$ cat src/rtl/dmie_pkg.sv
// Purpose: Shared constants, types and decode helpers for the data-move executor
// Assumes: 16-bit instruction words, 128 x 4 data memory, working registers at the bottom of memory
// Notes:   One machine cycle is MCYC_CLKS clocks of mclk_i
package dmie_pkg;

   // ==================================================================
   // Timing and sizes
   localparam int MCYC_CLKS = 4;
   localparam int PH_W = 3;
   localparam int ADDR_W = 7;
   localparam int NIB_W = 4;

   localparam logic [PH_W-1:0] PH_RD_DIR = 3'h0;
   localparam logic [PH_W-1:0] PH_CAP_DIR = 3'h1;
   localparam logic [PH_W-1:0] PH_EXEC = 3'h2;
   localparam logic [PH_W-1:0] PH_CAP_WR = 3'h3;
   localparam logic [PH_W-1:0] PH_RD_IND = 3'h4;
   localparam logic [PH_W-1:0] PH_WR_IND = 3'h6;
   localparam logic [PH_W-1:0] PH_END_ONE = 3'(1 * MCYC_CLKS - 1);
   localparam logic [PH_W-1:0] PH_END_TWO = 3'(2 * MCYC_CLKS - 1);

   // ==================================================================
   // Memory layout and reset values
   localparam logic [ADDR_W-1:0] WORK_REG_BASE = 7'h00;
   localparam logic [ADDR_W-1:0] PAGE_STRIDE = 7'h10;
   localparam logic [NIB_W-1:0] NIB_RST = 4'h0;
   localparam logic [7:0] HRC_RST = 8'h00;
   localparam logic [7:0] HRC_RSV_MASK = 8'hf7;

   // ==================================================================
   // Opcode patterns
   localparam logic [15:0] OPC_LD_TBL = 16'b0001_0101_0???_????;
   localparam logic [15:0] OPC_LD_TBH = 16'b0001_0101_1???_????;
   localparam logic [15:0] OPC_LD_WR = 16'b1110_1???_????_????;
   localparam logic [15:0] OPC_LD_WR_IND = 16'b1100_1???_????_????;
   localparam logic [15:0] OPC_ST_WR_IND = 16'b1101_1???_????_????;
   localparam logic [15:0] OPC_LD_PAGE = 16'b0101_1101_????_????;
   localparam logic [15:0] OPC_MV_CARRY = 16'b0101_1001_0???_????;
   localparam logic [15:0] OPC_MV_HRC_HI = 16'b0100_1001_1???_????;
   localparam logic [15:0] OPC_MV_HRC_LO = 16'b0100_1001_0???_????;

   // ==================================================================
   // Types
   typedef enum logic [3:0] {
      OP_NONE, OP_LD_TBL, OP_LD_TBH, OP_LD_WR, OP_LD_WR_IND, OP_ST_WR_IND,
      OP_LD_PAGE, OP_MV_CARRY, OP_MV_HRC_HI, OP_MV_HRC_LO
   } dmie_op_type;

   typedef struct packed {
      logic [4:0] prefix;
      logic [3:0] work_reg_select_field;
      logic [6:0] direct_mem_addr_field;
   } dmie_instr_type;

   typedef struct packed {
      logic ser_tx_done;
      logic ser_rx_done;
      logic timer_b_underflow;
      logic ext_int_fall;
      logic reserved;
      logic third_input_port_change;
      logic timer_a_underflow;
      logic divider_overflow;
   } dmie_wake_type;

   // ==================================================================
   // Helpers
   function automatic dmie_op_type dmie_decode(input logic [15:0] w);
      dmie_op_type op;
      op = OP_NONE;
      casez (w)
         OPC_LD_TBL: op = OP_LD_TBL;
         OPC_LD_TBH: op = OP_LD_TBH;
         OPC_LD_WR: op = OP_LD_WR;
         OPC_LD_WR_IND: op = OP_LD_WR_IND;
         OPC_ST_WR_IND: op = OP_ST_WR_IND;
         OPC_LD_PAGE: op = OP_LD_PAGE;
         OPC_MV_CARRY: op = OP_MV_CARRY;
         OPC_MV_HRC_HI: op = OP_MV_HRC_HI;
         OPC_MV_HRC_LO: op = OP_MV_HRC_LO;
         default: op = OP_NONE;
      endcase
      return op;
   endfunction

   function automatic logic [ADDR_W-1:0] dmie_ind_addr(input logic [3:0] page, input logic [3:0] nib);
      return 7'(page[2:0] * PAGE_STRIDE) + {3'h0, nib};
   endfunction

   function automatic logic [ADDR_W-1:0] dmie_wr_addr(input logic [3:0] sel);
      return WORK_REG_BASE + {3'h0, sel};
   endfunction

endpackage

$ cat src/rtl/dmie_data_mem.sv
// Purpose: Single-port nibble data memory with registered read data
// Assumes: One access per clock; a write does not update the read register
// Notes:   Read data holds until the next read
`timescale 1ns/100ps
module dmie_data_mem #(
   parameter int AW = 7,
   parameter int DW = 4
) (
   input wire logic mclk_i,
   input wire logic sys_rst_i,
   input wire logic en_i,
   input wire logic we_i,
   input wire logic [AW-1:0] addr_i,
   input wire logic [DW-1:0] wdata_i,
   output logic [DW-1:0] rdata_o
);
   logic [DW-1:0] mem_q [0:(1<<AW)-1];
   logic [DW-1:0] rdata_q;

   always_ff @(posedge mclk_i) begin
      if (en_i && we_i) begin
         mem_q[addr_i] <= wdata_i;
      end
   end

   always_ff @(posedge mclk_i) begin
      if (sys_rst_i) begin
         rdata_q <= '0;
      end else if (en_i && !we_i) begin
         rdata_q <= mem_q[addr_i];
      end
   end

   assign rdata_o = rdata_q;
endmodule

$ cat src/rtl/dmie_exec.sv
// Purpose: Decode and execute the data-move instruction group of a 4-bit core
// Assumes: Instructions arrive with a valid/ready handshake, one at a time
// Notes:   Unknown opcodes are taken and retired after one machine cycle with no effect
// What this block does
// - Direct nibble loads timer B preload low
// - Direct nibble loads timer B preload high
// - Direct nibble loads selected working register
// - Paged indirect read into working register, two cycles
// - Working register stored to paged indirect address
// - Direct nibble loads the page register
// - Carry to bit0 of accumulator and memory
// - Upper release flags to accumulator and memory
// - Lower release flags moved, bit3 reserved zero
// - External interrupt release sets flag 4
// - Timer B underflow release sets flag 5
// - Serial receive release sets flag 6
// - Serial transmit release sets flag 7
// - Divider overflow release sets flag 0
// - Timer A underflow release sets flag 1
// - Third input port change sets flag 2
`timescale 1ns/100ps
module dmie_exec (
   input wire logic mclk_i,
   input wire logic sys_rst_i,
   input wire logic instr_valid_i,
   input dmie_pkg::dmie_instr_type instr_i,
   output logic instr_ready_o,
   output logic done_o,
   input wire logic carry_flag_i,
   input wire logic hold_mode_i,
   input wire logic hold_enter_i,
   input dmie_pkg::dmie_wake_type wake_cause_i,
   output logic [3:0] timer_b_preload_low_o,
   output logic [3:0] timer_b_preload_high_o,
   output logic [3:0] page_register_o,
   output logic [3:0] accumulator_o,
   output logic zero_flag_o,
   output logic [7:0] hold_release_cause_flags_o
);
   import dmie_pkg::*;

   typedef enum logic {ST_IDLE, ST_EXEC} dmie_state_type;

   // ==================================================================
   // Sequencer
   dmie_state_type state_q, state_d;
   logic [PH_W-1:0] ph_q, ph_d;
   dmie_op_type op_q, op_d;
   dmie_instr_type ins_q, ins_d;
   logic ready_q, ready_d;
   logic done_q, done_d;
   logic accept;

   assign accept = (state_q == ST_IDLE) && instr_valid_i && ready_q;

   always_comb begin
      state_d = state_q;
      ph_d = ph_q;
      op_d = op_q;
      ins_d = ins_q;
      done_d = 1'b0;
      unique case (state_q)
         ST_IDLE: begin
            if (accept) begin
               state_d = ST_EXEC;
               ph_d = PH_RD_DIR;
               op_d = dmie_decode(instr_i);
               ins_d = instr_i;
            end
         end
         ST_EXEC: begin
            if (ph_q == (((op_q == OP_LD_WR_IND) || (op_q == OP_ST_WR_IND)) ? PH_END_TWO : PH_END_ONE)) begin
               state_d = ST_IDLE;
               ph_d = PH_RD_DIR;
               done_d = 1'b1;
            end else begin
               ph_d = ph_q + 3'h1;
            end
         end
      endcase
      ready_d = (state_d == ST_IDLE);
   end

   always_ff @(posedge mclk_i) begin
      if (sys_rst_i) begin
         state_q <= ST_IDLE;
         ph_q <= PH_RD_DIR;
         op_q <= OP_NONE;
         ins_q <= '0;
         ready_q <= 1'b0;
         done_q <= 1'b0;
      end else begin
         state_q <= state_d;
         ph_q <= ph_d;
         op_q <= op_d;
         ins_q <= ins_d;
         ready_q <= ready_d;
         done_q <= done_d;
      end
   end

   // ==================================================================
   // Datapath and memory access
   logic [3:0] dir_q, dir_d;
   logic [3:0] wrv_q, wrv_d;
   logic [3:0] tbl_q, tbl_d;
   logic [3:0] tbh_q, tbh_d;
   logic [3:0] page_q, page_d;
   logic [3:0] acc_q, acc_d;
   logic zf_q, zf_d;
   logic mem_en, mem_we;
   logic [ADDR_W-1:0] mem_addr;
   logic [3:0] mem_wdata, mem_rdata;
   logic [7:0] hrc_q, hrc_d;

   // Value placed in both accumulator and memory by the accumulator moves
   function automatic logic [3:0] move_value(input dmie_op_type op, input logic cy, input logic [7:0] hrc);
      logic [3:0] v;
      v = 4'h0;
      if (op == OP_MV_CARRY) begin
         v = {3'h0, cy};
      end else if (op == OP_MV_HRC_HI) begin
         v = hrc[7:4];
      end else if (op == OP_MV_HRC_LO) begin
         v = {1'b0, hrc[2:0]};
      end
      return v;
   endfunction

   always_comb begin
      logic [3:0] mv;
      mv = move_value(op_q, carry_flag_i, hrc_q);
      dir_d = dir_q;
      wrv_d = wrv_q;
      tbl_d = tbl_q;
      tbh_d = tbh_q;
      page_d = page_q;
      acc_d = acc_q;
      zf_d = zf_q;
      mem_en = 1'b0;
      mem_we = 1'b0;
      mem_addr = ins_q.direct_mem_addr_field;
      mem_wdata = 4'h0;
      if (state_q == ST_EXEC) begin
         if (ph_q == PH_RD_DIR) begin
            mem_en = 1'b1;
         end
         if (ph_q == PH_CAP_DIR) begin
            dir_d = mem_rdata;
         end
         if (ph_q == PH_EXEC) begin
            unique case (op_q)
               OP_LD_TBL: tbl_d = dir_q;
               OP_LD_TBH: tbh_d = dir_q;
               OP_LD_PAGE: page_d = dir_q;
               OP_LD_WR: begin
                  mem_en = 1'b1;
                  mem_we = 1'b1;
                  mem_addr = dmie_wr_addr(ins_q.work_reg_select_field);
                  mem_wdata = dir_q;
               end
               OP_ST_WR_IND: begin
                  mem_en = 1'b1;
                  mem_addr = dmie_wr_addr(ins_q.work_reg_select_field);
               end
               OP_MV_CARRY, OP_MV_HRC_HI, OP_MV_HRC_LO: begin
                  mem_en = 1'b1;
                  mem_we = 1'b1;
                  mem_wdata = mv;
                  acc_d = mv;
                  zf_d = (mv == 4'h0);
               end
               OP_NONE, OP_LD_WR_IND: begin
               end
            endcase
         end
         if (ph_q == PH_CAP_WR) begin
            wrv_d = mem_rdata;
         end
         if ((ph_q == PH_RD_IND) && (op_q == OP_LD_WR_IND)) begin
            mem_en = 1'b1;
            mem_addr = dmie_ind_addr(page_q, dir_q);
         end
         if (ph_q == PH_WR_IND) begin
            if (op_q == OP_LD_WR_IND) begin
               mem_en = 1'b1;
               mem_we = 1'b1;
               mem_addr = dmie_wr_addr(ins_q.work_reg_select_field);
               mem_wdata = mem_rdata;
            end else if (op_q == OP_ST_WR_IND) begin
               mem_en = 1'b1;
               mem_we = 1'b1;
               mem_addr = dmie_ind_addr(page_q, dir_q);
               mem_wdata = wrv_q;
            end
         end
      end
   end

   always_ff @(posedge mclk_i) begin
      if (sys_rst_i) begin
         dir_q <= NIB_RST;
         wrv_q <= NIB_RST;
         tbl_q <= NIB_RST;
         tbh_q <= NIB_RST;
         page_q <= NIB_RST;
         acc_q <= NIB_RST;
         zf_q <= 1'b0;
      end else begin
         dir_q <= dir_d;
         wrv_q <= wrv_d;
         tbl_q <= tbl_d;
         tbh_q <= tbh_d;
         page_q <= page_d;
         acc_q <= acc_d;
         zf_q <= zf_d;
      end
   end

   dmie_data_mem #(
      .AW(ADDR_W),
      .DW(NIB_W)
   ) u_mem (
      .mclk_i(mclk_i),
      .sys_rst_i(sys_rst_i),
      .en_i(mem_en),
      .we_i(mem_we),
      .addr_i(mem_addr),
      .wdata_i(mem_wdata),
      .rdata_o(mem_rdata)
   );

   // ==================================================================
   // Hold release cause flags
   // Cleared on hold entry; a cause in the same cycle still sets its flag
   always_comb begin
      hrc_d = hrc_q;
      if (hold_enter_i) begin
         hrc_d = HRC_RST;
      end
      if (hold_mode_i) begin
         hrc_d = hrc_d | (wake_cause_i & HRC_RSV_MASK);
      end
   end

   always_ff @(posedge mclk_i) begin
      if (sys_rst_i) begin
         hrc_q <= HRC_RST;
      end else begin
         hrc_q <= hrc_d;
      end
   end

   assign instr_ready_o = ready_q;
   assign done_o = done_q;
   assign timer_b_preload_low_o = tbl_q;
   assign timer_b_preload_high_o = tbh_q;
   assign page_register_o = page_q;
   assign accumulator_o = acc_q;
   assign zero_flag_o = zf_q;
   assign hold_release_cause_flags_o = hrc_q;

   logic in_exec;
   assign in_exec = (state_q == ST_EXEC);
endmodule

$ cat config.mk
export PLATFORM = sky130hd
export DESIGN_NAME = dmie_exec
export DESIGN_NICKNAME = d
export VERILOG_FILES = /design/src/rtl/dmie_pkg.sv /design/src/rtl/dmie_data_mem.sv /design/src/rtl/dmie_exec.sv
export SDC_FILE = /design/constraint.sdc
export NUM_CORES = 1
export LEC_CHECK = 0
export BUFFER_PORTS_ARGS = -buffer_cell sky130_fd_sc_hd__clkbuf_2
export CORE_UTILIZATION = 28
export CTS_CLUSTER_SIZE = 28
export DETAILED_ROUTE_END_ITERATION = 10
export PLACE_DENSITY_LB_ADDON = 0.3
export SETUP_SLACK_MARGIN = 0.4
export SLEW_MARGIN = 20
export SYNTH_ARGS = -nofsm -noshare
export SYNTH_HDL_FRONTEND = slang
export SYNTH_SLANG_ARGS = --single-unit
$ cat constraint.sdc
create_clock -name mclk_i -period 21.2 [get_ports mclk_i]
set_input_delay 4.24 -clock mclk_i [delete_from_list [all_inputs] [get_ports mclk_i]]
set_output_delay 4.24 -clock mclk_i [all_outputs]
set_load 0.03 [all_outputs]
# --- Word level (Yosys, flattened, before mapping) ---
# Memory sizes are Yosys's and may differ from the RTL's. A register that Yosys moved wholly into a read port is not among the register bits.
# Cells that the tools add are included.
word_totals:
  memories: 1
  rom_bits: 0
  ramBits: 512
  latch_bits: 0
  register_bits: 54
memory_table:
  columns: ["memory", "depth", "width", "rd", "rd_clocked_by_memory_dff", "write_ports", "line_no", "rtl"]
  rows:
  - ["u_mem.mem_q", 128, 4, 1, 1, 1, "dmie_data_mem.sv:17", "logic [DW-1:0] mem_q [0:(1<<AW)-1];"]
op_classes:
  order_cmp: 0
  reduce_logical: 21
  n_shift: 0
  bitwise: 3
  add_sub_neg: 2
  n_mul: 0
  div: 0
  eq_ne: 25
  muxes: 43
op_table:
  columns: ["operator", "n"]
  rows:
  - ["7-bit two-way mux", 7]
  - ["4-bit case mux with 9 select lines", 1]
  - ["4-bit two-way mux", 7]
  - ["9-bit by 8-bit equality test with 1-bit output, second input constant", 3]
  - ["1-bit two-way mux", 19]
  - ["9-bit by 6-bit equality test with 1-bit output, second input constant", 2]
  - ["4-bit by 3-bit equality test with 1-bit output, second input constant", 4]
  - ["8-bit two-way mux", 2]
  - ["5-bit equality test, second input constant", 3]
  - ["3-bit two-way mux", 4]
  - ["3-bit AND reduction", 4]
  - ["4-bit by 2-bit equality test with 1-bit output, second input constant", 2]
  - ["4-bit equality test, second input constant", 2]
  - ["8-bit by 7-bit equality test with 1-bit output, second input constant", 1]
  - ["8-bit bitwise OR", 1]
  - ["4-bit case mux with 2 select lines", 1]
  - ["7-bit by 4-bit adder with 7-bit output", 1]
  - ["3-bit by 2-bit equality test with 1-bit output, second input constant", 2]
  - ["3-bit equality test, second input constant", 2]
  - ["3-bit case mux with 2 select lines", 1]
  - ["2-bit AND reduction", 3]
  - ["1-bit logical AND", 5]
  - ["5-bit OR reduction", 1]
  - ["4-bit by 1-bit equality test with 1-bit output, second input constant", 1]
  - ["13 further kinds", 15]

# --- Depth between registers and ports, before layout ---
# Gate-level depths: netlist (run 1).
depth:
  ltp_word: 12
  ltp_mapped: 17

# --- Modules after synthesis ---
# Synthesis (run 1) repeated with hierarchy kept, for this count alone.
hier_totals:
  hier_cells: 1565
  area_unflattened_um2: 23485.0
by_module_without_submodules:
  columns: ["mod", "area_each_um2", "seq_area_each_um2", "cells_per_inst", "n_inst"]
  rows:
  - ["dmie_data_mem", 20727.4, 15454.8, 1232, 1]
  - ["dmie_exec", 2757.6, 1061.0, 333, 1]

# --- Worst setup path after synthesis (run 1) ---
# Ideal clock, no wire load.
synth_path:
  path_type: "input to register"
  start: "input port carry_flag_i"
  end: "memory u_mem.mem_q[0][0] (data pin)"
  arrival_ns: 9.319
  stages: 4
  path_buffers: 0
  setup_ns: 1.152
  setup_slack_ns: 10.728
  cell_sequence: "nor2_1 nor2_1 a221oi_1 nor3_1"
synth_via:
  elab_chain_len: 7
synth_lines:
  columns: ["element", "line_no", "rtl"]
  rows:
  - ["from (decl)", "dmie_exec.sv:29", "input wire logic carry_flag_i,"]
  - ["4-bit two-way mux *", "dmie_exec.sv:120", "if (op == OP_MV_CARRY) begin"]
  - ["4-bit case mux with 2 select lines *", "dmie_exec.sv:152", "unique case (op_q)"]
  - ["4-bit two-way mux *", "dmie_exec.sv:151", "if (ph_q == PH_EXEC) begin"]
  - ["4-bit two-way mux", "dmie_exec.sv:190", "end else if (op_q == OP_ST_WR_IND) begin"]
  - ["4-bit two-way mux", "dmie_exec.sv:185", "if (op_q == OP_LD_WR_IND) begin"]
  - ["4-bit two-way mux *", "dmie_exec.sv:184", "if (ph_q == PH_WR_IND) begin"]
  - ["4-bit two-way mux *", "dmie_exec.sv:144", "if (state_q == ST_EXEC) begin"]
  - ["net mem_wdata[0]", "dmie_exec.sv:113", "logic [3:0] mem_wdata, mem_rdata;"]
  - ["to (decl)", "dmie_data_mem.sv:17", null]
# The timed path passes the listed nets; every way through them passes the cells marked *.

# --- Worst setup path in the final report (run 1) ---
layout_path:
  start: "input port carry_flag_i"
  end: "memory u_mem.mem_q[18][0] (data pin)"
# Same word-level chain as after synthesis.

==> results.yml, run 1 <==
sta:
  post-route-period-util: 0.278
  drv_slew: 0
  skew_ns: 0.0236
  report.final.setup_viol: 0
  setup_repair_after_global_routing_missed_its_margin: "no"
  setup-tns-final_ns: 0
  max_slew.worst_pin.slew_ns: 1.20
  fmax_mhz: 169
  slew_headroom: 0.196
  fin_crit_ns: 5.90
  report.final.hold_viol_count: 0
drt:
  detail_route.wl_per_cell_um: 24.9
  finalWirelength_um: 71300
  detailroute.via_count: 15288
  drc_errors: 0
  route.antenna.remaining_nets: 0
  post_drt_via_cell_ratio: 5.35
  tritonroute_pass_1_iters: 5
  drt_initial_violations: 1627
critical_path:
  reg2regPathDepth: 12
  criticalPathCategory: "primary input to flop"
  cp_data_arrival_time_ns: 6.21
  timing.critical_path.from: "carry_flag_i"
  crit_path_max_fanout: 74
  cp-start-kind: "primary input"
  worstPathRequired_ns: 21.51
  worstReg2RegStart: "op_q[0]$_SDFFE_PP0P_"
  critical_path.endpoint_type: "flop"
grt:
  track_usage: 0.164
  total_grt_overflow: 0
  maximum_number_of_pins_on_one_net_before_global_route_repair: 95
  number_of_antenna_violations_at_the_first_check_in_global_routing: 0
  wire_length_of_the_first_global_routing_pass_um: 104000
  via_count_of_the_first_global_routing_pass: 15080
synth:
  postSynthRegisterBits: 569
  synthFlopType: "sky130_fd_sc_hd__edfxtp_1"
  synth.area.top_cells: "sky130_fd_sc_hd__edfxtp_1 (65%), sky130_fd_sc_hd__dfxtp_1 (4.9%), sky130_fd_sc_hd__nor2_1 (3.2%)"
  main_combinational_cell_family_by_area_after_synthesis: "compound AO/OA/AOI/OAI gates"
  post_synth_instance_area_sq_um: 23500
  post_synth_most_frequent_cells: "sky130_fd_sc_hd__edfxtp_1 (512), sky130_fd_sc_hd__nor2_1 (202), sky130_fd_sc_hd__nand2_1 (182), sky130_fd_sc_hd__a21oi_1 (88), sky130_fd_sc_hd__mux2i_1 (60)"
  synth_fp_nets: 1727
  seq_area_frac_synth: 0.703
  post_synth_xor_area_fraction: 0.000746
  synth_area_leader_cell: "sky130_fd_sc_hd__edfxtp_1"
  number_of_distinct_library_cells_after_synthesis: 91
  syn-instance-count: 1692
  netlist.area_leader.share: 0.655
  synth_compound_area_frac: 0.127
  synth-edff-count: 512
  synth-async-reset-ratio: 0
  post_synth.cell_area_avg_sq_um: 13.9
  synth_simple_gate_area_share: 0.0953
  post-synth-top-count-cell: "sky130_fd_sc_hd__edfxtp_1"
  share_of_synthesized_area_spent_on_multiplexers: 0.0444
  synth_warnings: 0
  post_synth_fa_ha_maj_area_fraction: 0.00266
die:
  die_area_sq_um: 85000
  row_count: 105
  die_w_um: 292
  die_h_um: 292
  initial_utilization: 0.285
  fp.coreArea_sq_um: 82500
  io_pins: 57
hold_path:
  cell_count_of_the_worst_hold_path: 2
  hold_path.startpoint: "wrv_q[3]$_SDFFE_PP0P_"
  min-delay-path-class: "flop to flop"
placed_design:
  port-buffer-count: 54
  post-dp-hpwl_um: 42900
  finalWeightedCongestion: 0.829
cts:
  cts_hold_buffers: 0
  cts_tree: "yes"
  clk_latency_ns: 0.63
  cts_max_path_buffers: 3
  tritoncts.num_buffers: 58
  cts.root.buffer_cell: "sky130_fd_sc_hd__clkbuf_16"
  postCtsSetupRepairBufs: 0
  clock_sinks: 569
  cts_htree_levels: 2
  cts_repair_resize_count: 0
  clk_pin_slew_worst_paths_ns: 0.06
power_and_ir_drop:
  cellLeakagePower_uw: 0.00927
  irDropWorstVdd_uv: 61.1
  power-per-cell-area_nw_per_um2: 85.2
final_layout:
  design.final.nets: 1780
  syn2layout_area_growth_pct: 13.8
  final_core_utilization: 0.324
  share_of_cells_above_drive_strength_1: 0.148
  layout_filler_cell_count: 8114
  num_antenna_cells: 0
job:
  timing.max_cap.violations: 0
status:
  outcome: "finished, final reports clean"
## cell usage in the layout (no fill, tap or decap), types with 16 or more instances in the layout
master / Yosys / layout
sky130_fd_sc_hd__o211ai_1: 16 / 16
sky130_fd_sc_hd__o2bb2ai_1: 20 / 19
sky130_fd_sc_hd__mux2_2: 34 / 34
sky130_fd_sc_hd__clkbuf_16: 0 / 58
sky130_fd_sc_hd__a21oi_1: 88 / 87
sky130_fd_sc_hd__a22oi_1: 41 / 41
sky130_fd_sc_hd__edfxtp_1: 512 / 512
sky130_fd_sc_hd__o21ai_0: 23 / 23
sky130_fd_sc_hd__nand2_1: 182 / 182
sky130_fd_sc_hd__nor2_1: 202 / 197
sky130_fd_sc_hd__buf_4: 12 / 45
sky130_fd_sc_hd__dfxtp_1: 57 / 57
sky130_fd_sc_hd__a221oi_1: 40 / 40
sky130_fd_sc_hd__nand3_1: 46 / 46
sky130_fd_sc_hd__a211oi_1: 26 / 26
sky130_fd_sc_hd__clkbuf_2: 0 / 56
sky130_fd_sc_hd__mux2i_1: 60 / 60
sky130_fd_sc_hd__a221o_1: 18 / 18
## flip-flops by register name, summed over array words and instances, names as in the netlist
name,count
dir_q,4
done_o,1
timer_b_preload_high_o,4
timer_b_preload_low_o,4
hold_release_cause_flags_o,7
u_mem.rdata_o,4
accumulator_o,4
in_exec,1
ph_q,3
u_mem.mem_q,512
page_register_o,4
op_q,4
wrv_q,4
ins_q,11
instr_ready_o,1
zero_flag_o,1
## critical path, cell delays in order
cell,delay [ns]
sky130_fd_sc_hd__clkbuf_2,0.09
sky130_fd_sc_hd__nor2_1,0.04
sky130_fd_sc_hd__nor2_1,0.24
sky130_fd_sc_hd__a221oi_1,0.10
sky130_fd_sc_hd__nor3_2,0.15
sky130_fd_sc_hd__buf_4,0.54
sky130_fd_sc_hd__buf_4,0.74
## where the power goes
part / total, uW / internal, uW / switching (uW)
combinational: 93.6 / 25.8 / 67.8
clock: 971 / 540 / 432
sequential: 1210 / 1210 / 5.37
total: 2280 / 1770 / 505
## stage by stage
step | cell area (sq um) | instances | hold WS [ns] | worst slack [ns] | total power (uW)
final | 26700 | 2860 | 0.464 | 15.30 | 2280
after global routing | 26700 | 2860 | 0.490 | 15.16 | 2340
after CTS | 26700 | 2860 | 0.467 | 15.32 | 2290
after detailed placement | 25000 | 2755 | 0.451 | 14.67 | 1330
after global placement | 25000 | 2755 | 0.447 | 14.70 | 1330
after floorplan | 23500 | 1692 | 0.431 | 10.73 | 1290
## final timing paths
path         slack (ns)                            end
max reg2reg       15.67  u_mem.rdata_o[2]$_SDFFE_PP0P_
max               15.30   u_mem.mem_q[18][0]$_DFFE_PP_
min reg2reg        0.46          wrv_q[3]$_SDFFE_PP0P_
min                0.46          wrv_q[3]$_SDFFE_PP0P_
## layer usage
metal  global-route usage  part of all wire  routed length, um  up-vias
met4               0.0445             0.021               1510        0
met5                    0                 0                  0        -
met2                0.269              0.47              33400      672
li1                     -                 -                  -     6702
met3               0.0229             0.074               5260       88
met1                0.227              0.44              31100     7826
## logic make-up (layout without fill, tap and decap cells)
kind of cell / count (synthesis) / in the layout
other: 1 / 1
buffers and inverters: 117 / 215
multiplexers: 99 / 99
XOR/XNOR: 2 / 2
AO/OA/AOI/OAI: 389 / 389
AND/OR/NAND/NOR: 510 / 510
flip-flops: 569 / 569
adder cells (fa/ha/maj): 5 / 5
## area by class of cell
type / instances / area [sq um] / area share
clock buffer: 79 / 1560 / 0.0585
timing repair buffer: 100 / 628 / 0.0235
multi-input combinational: 1006 / 6440 / 0.241
inverter: 10 / 37.5 / 0.00140
tap: 1070 / 1340 / 0.0501
clock inverter: 26 / 204 / 0.00763
sequential: 569 / 16500 / 0.618
(Power assumes the default switching activity.)
==> run 2: changes to the inputs <==
==> constraint.sdc (replaced) <==
create_clock -name mclk_i -period 5.45 [get_ports mclk_i]
set_input_delay 1.09 -clock mclk_i [delete_from_list [all_inputs] [get_ports mclk_i]]
set_output_delay 1.09 -clock mclk_i [all_outputs]
set_load 0.03 [all_outputs]
==> run 2 against run 1 <==
  * Setup slack worse by 15 ns
  * Cell count is 1.3% higher
  * Non-clock buffer count is 31 higher
  * Sequential power grew to 3.9 times the previous value
  * Hold slack worse by 0.0062 ns
  * Core utilization is 0.59 points higher
  * Clock power grew to 4.1 times the previous value
  * Clock skew is 0.041 ns higher
  * Sequential share of layout area is 1.1 points lower
  * Critical endpoint is now u_mem.rdata_o[2]$_SDFFE_PP0P_
  * Largest cell class unchanged
==> results.yml, run 2 (same netlist as run 1, synthesis figures left out) <==
power_and_ir_drop:
  power-per-cell-area_nw_per_um2: 333
  internal_power_uw: 7020
  seq_power_share: 0.520
  p_sw_uw: 2040
  switching_share: 0.225
  comb_power_share: 0.042
  clock_power_share: 0.438
  irDropWorstVdd_uv: 219
  cellLeakagePower_uw: 0.00951
grt:
  maximum_number_of_pins_on_one_net_before_global_route_repair: 129
  gr-usage-met2: 0.264
  grt_util_met1: 0.231
  busiest_layer: "met2"
  number_of_antenna_violations_at_the_first_check_in_global_routing: 1
  wire_length_of_the_first_global_routing_pass_um: 105000
  via_count_of_the_first_global_routing_pass: 15059
  total_grt_overflow: 0
  groute.layer.met3.usage: 0.0289
  track_usage: 0.166
die:
  io_pins: 57
  row_count: 105
  fp.coreArea_sq_um: 82500
  die_area_sq_um: 85000
  initial_utilization: 0.285
  die_h_um: 292
  die_w_um: 292
cts:
  cts_max_path_buffers: 3
  clk_latency_ns: 0.67
  cts_tree: "yes"
  cts.root.buffer_cell: "sky130_fd_sc_hd__clkbuf_16"
  cts_hold_buffers: 0
  cts_repair_resize_count: 0
  cts_htree_levels: 2
  clock_sinks: 569
  tritoncts.num_buffers: 59
  clk_pin_slew_worst_paths_ns: 0.06
  postCtsSetupRepairBufs: 0
critical_path:
  cp_data_arrival_time_ns: 5.25
  r2r_setup_slack_ns: 0.79
  crit_slowest_cell: "sky130_fd_sc_hd__nor2_2"
  worstReg2RegStart: "ph_q[0]$_SDFFE_PP0P_"
  critical_path.endpoint_type: "flop"
  worstPathRequired_ns: 6.03
  crit_path_max_fanout: 14
  worstPathCellList: "inv_1, ha_1, or3b_4, a21o_1, o32ai_4, a21oi_4, buf_4, nor2_2, buf_4, a221oi_1, o211a_1, a211oi_1, nor4_1, a311oi_1"
  criticalPathCategory: "flop to flop"
  cp-start-kind: "flop"
  reg2reg_to: "u_mem.rdata_o[2]$_SDFFE_PP0P_"
  crit_top_cell: "sky130_fd_sc_hd__buf_4"
  reg2regPathDepth: 14
  worst_path_largest_cell_delay_ns: 0.58
drt:
  tritonroute_pass_1_iters: 5
  detailroute.via_count: 15507
  post_drt_via_cell_ratio: 5.35
  drc_errors: 0
  finalWirelength_um: 71900
  drt_initial_violations: 1733
  route.antenna.remaining_nets: 0
  detail_route.wl_per_cell_um: 24.8
hold_path:
  cell_count_of_the_worst_hold_path: 2
  min_to: "wrv_q[2]$_SDFFE_PP0P_"
  min-delay-path-class: "flop to flop"
  hold_path.startpoint: "wrv_q[2]$_SDFFE_PP0P_"
sta:
  slew_headroom: 0.217
  fin_crit_ns: 4.66
  drv_slew: 0
  smallest_setup_slack_after_layout_ns: 0.786
  post-route-period-util: 0.856
  report.final.hold_viol_count: 0
  hold_ws_ns: 0.458
  report.final.setup_viol: 0
  skew_ns: 0.0650
  setup_repair_after_global_routing_missed_its_margin: "no"
  fmax_mhz: 214
  max_slew.worst_pin.slew_ns: 1.17
placed_design:
  finalWeightedCongestion: 0.841
  placement.setup.worst_slack_ns: 0.790
  post-dp-hpwl_um: 44700
  port-buffer-count: 54
  place_area_sq_um: 25300
final_layout:
  largest_reg_flops: 512
  syn2layout_area_growth_pct: 15.9
  commonest_non_fill_non_tap_cell_in_the_layout: "sky130_fd_sc_hd__edfxtp_1"
  final_design_area_no_fill_sq_um: 27200
  mostFrequentLayoutCells: "sky130_fd_sc_hd__edfxtp_1 (512), sky130_fd_sc_hd__nor2_1 (199), sky130_fd_sc_hd__nand2_1 (182)"
  num_antenna_cells: 0
  share_of_cells_above_drive_strength_1: 0.164
  design.final.nets: 1812
  register_name_with_the_most_flops: "u_mem.mem_q"
status:
  outcome: "finished, final reports clean"
job:
  timing.max_cap.violations: 0
[run 2: cell count changes in the layout (fill, tap and decap cells not counted), sizes merged]
cell,previous run,this run
inv,12,13
buf,47,77
clkinv,20,24
clkbuf,132,130
bufinv,2,3
clkinvlp,2,4
[run 2: worst max path at each step]
stage | from | end | slack [ns] | depth (start not counted)
2_1_floorplan | op_q[1]$_SDFFE_PP0P_ | u_mem.mem_q[0][1]$_DFFE_PP_ | -1.67 | 5
3_3_place_gp | ph_q[0]$_SDFFE_PP0P_ | u_mem.rdata_o[2]$_SDFFE_PP0P_ | 0.84 | 14
3_5_place_dp | ph_q[0]$_SDFFE_PP0P_ | u_mem.rdata_o[2]$_SDFFE_PP0P_ | 0.79 | 14
4_1_cts | ph_q[0]$_SDFFE_PP0P_ | u_mem.rdata_o[2]$_SDFFE_PP0P_ | 0.80 | 14
5_1_grt | ph_q[0]$_SDFFE_PP0P_ | u_mem.rdata_o[2]$_SDFFE_PP0P_ | 0.63 | 14
6_report | ph_q[0]$_SDFFE_PP0P_ | u_mem.rdata_o[2]$_SDFFE_PP0P_ | 0.79 | 14
[run 2: power by group through the flow]
| stage | sequential, uW | clock, uW | combinational (uW) |
|---|---|---|---|
| finish | 4710 | 3970 | 383 |
| global route | 4710 | 4200 | 402 |
| detailed placement | 4800 | 0 | 378 |
| CTS | 4710 | 4040 | 379 |
| global placement | 4800 | 0 | 376 |
| floorplan | 4800 | 0 | 215 |
[run 2: through the flow]
stage                     std cells   util  setup TNS (ns)  power [uW]
after floorplan                1692      -         -427.07        5020
after global placement         2786  0.307               0        5180
after detailed placement       2786  0.307               0        5180
after CTS                      2896  0.330               0        9130
after global routing           2896  0.330               0        9320
final                          2896  0.330               0        9060
[run 2: per-layer routing]
layer / vias to the layer above / share of wire
li1: 6773 / -
met1: 7935 / 0.43
met2: 680 / 0.46
met3: 117 / 0.078
met4: 2 / 0.027
met5: - / 0.00017
[run 2: worst max-delay path: cells and delay by family (launching register included)]
| family | cells | cell delay [ns] |
|---|---|---|
| AOI/OAI and AO/OA | 7 | 2.01 |
| and+or+nand+nor | 3 | 1.14 |
| buffers and inverters | 3 | 0.73 |
| DFF | 1 | 0.39 |
| adders and majority gates | 1 | 0.33 |
[run 2: area by class of cell]
type	count	area, sq um
sequential	569	16500
inverter	10	37.5
fill	8058	55300
clock inverter	34	308
clock buffer	76	1590
multi-input combinational	1006	6430
tap	1070	1340
timing repair buffer	131	986
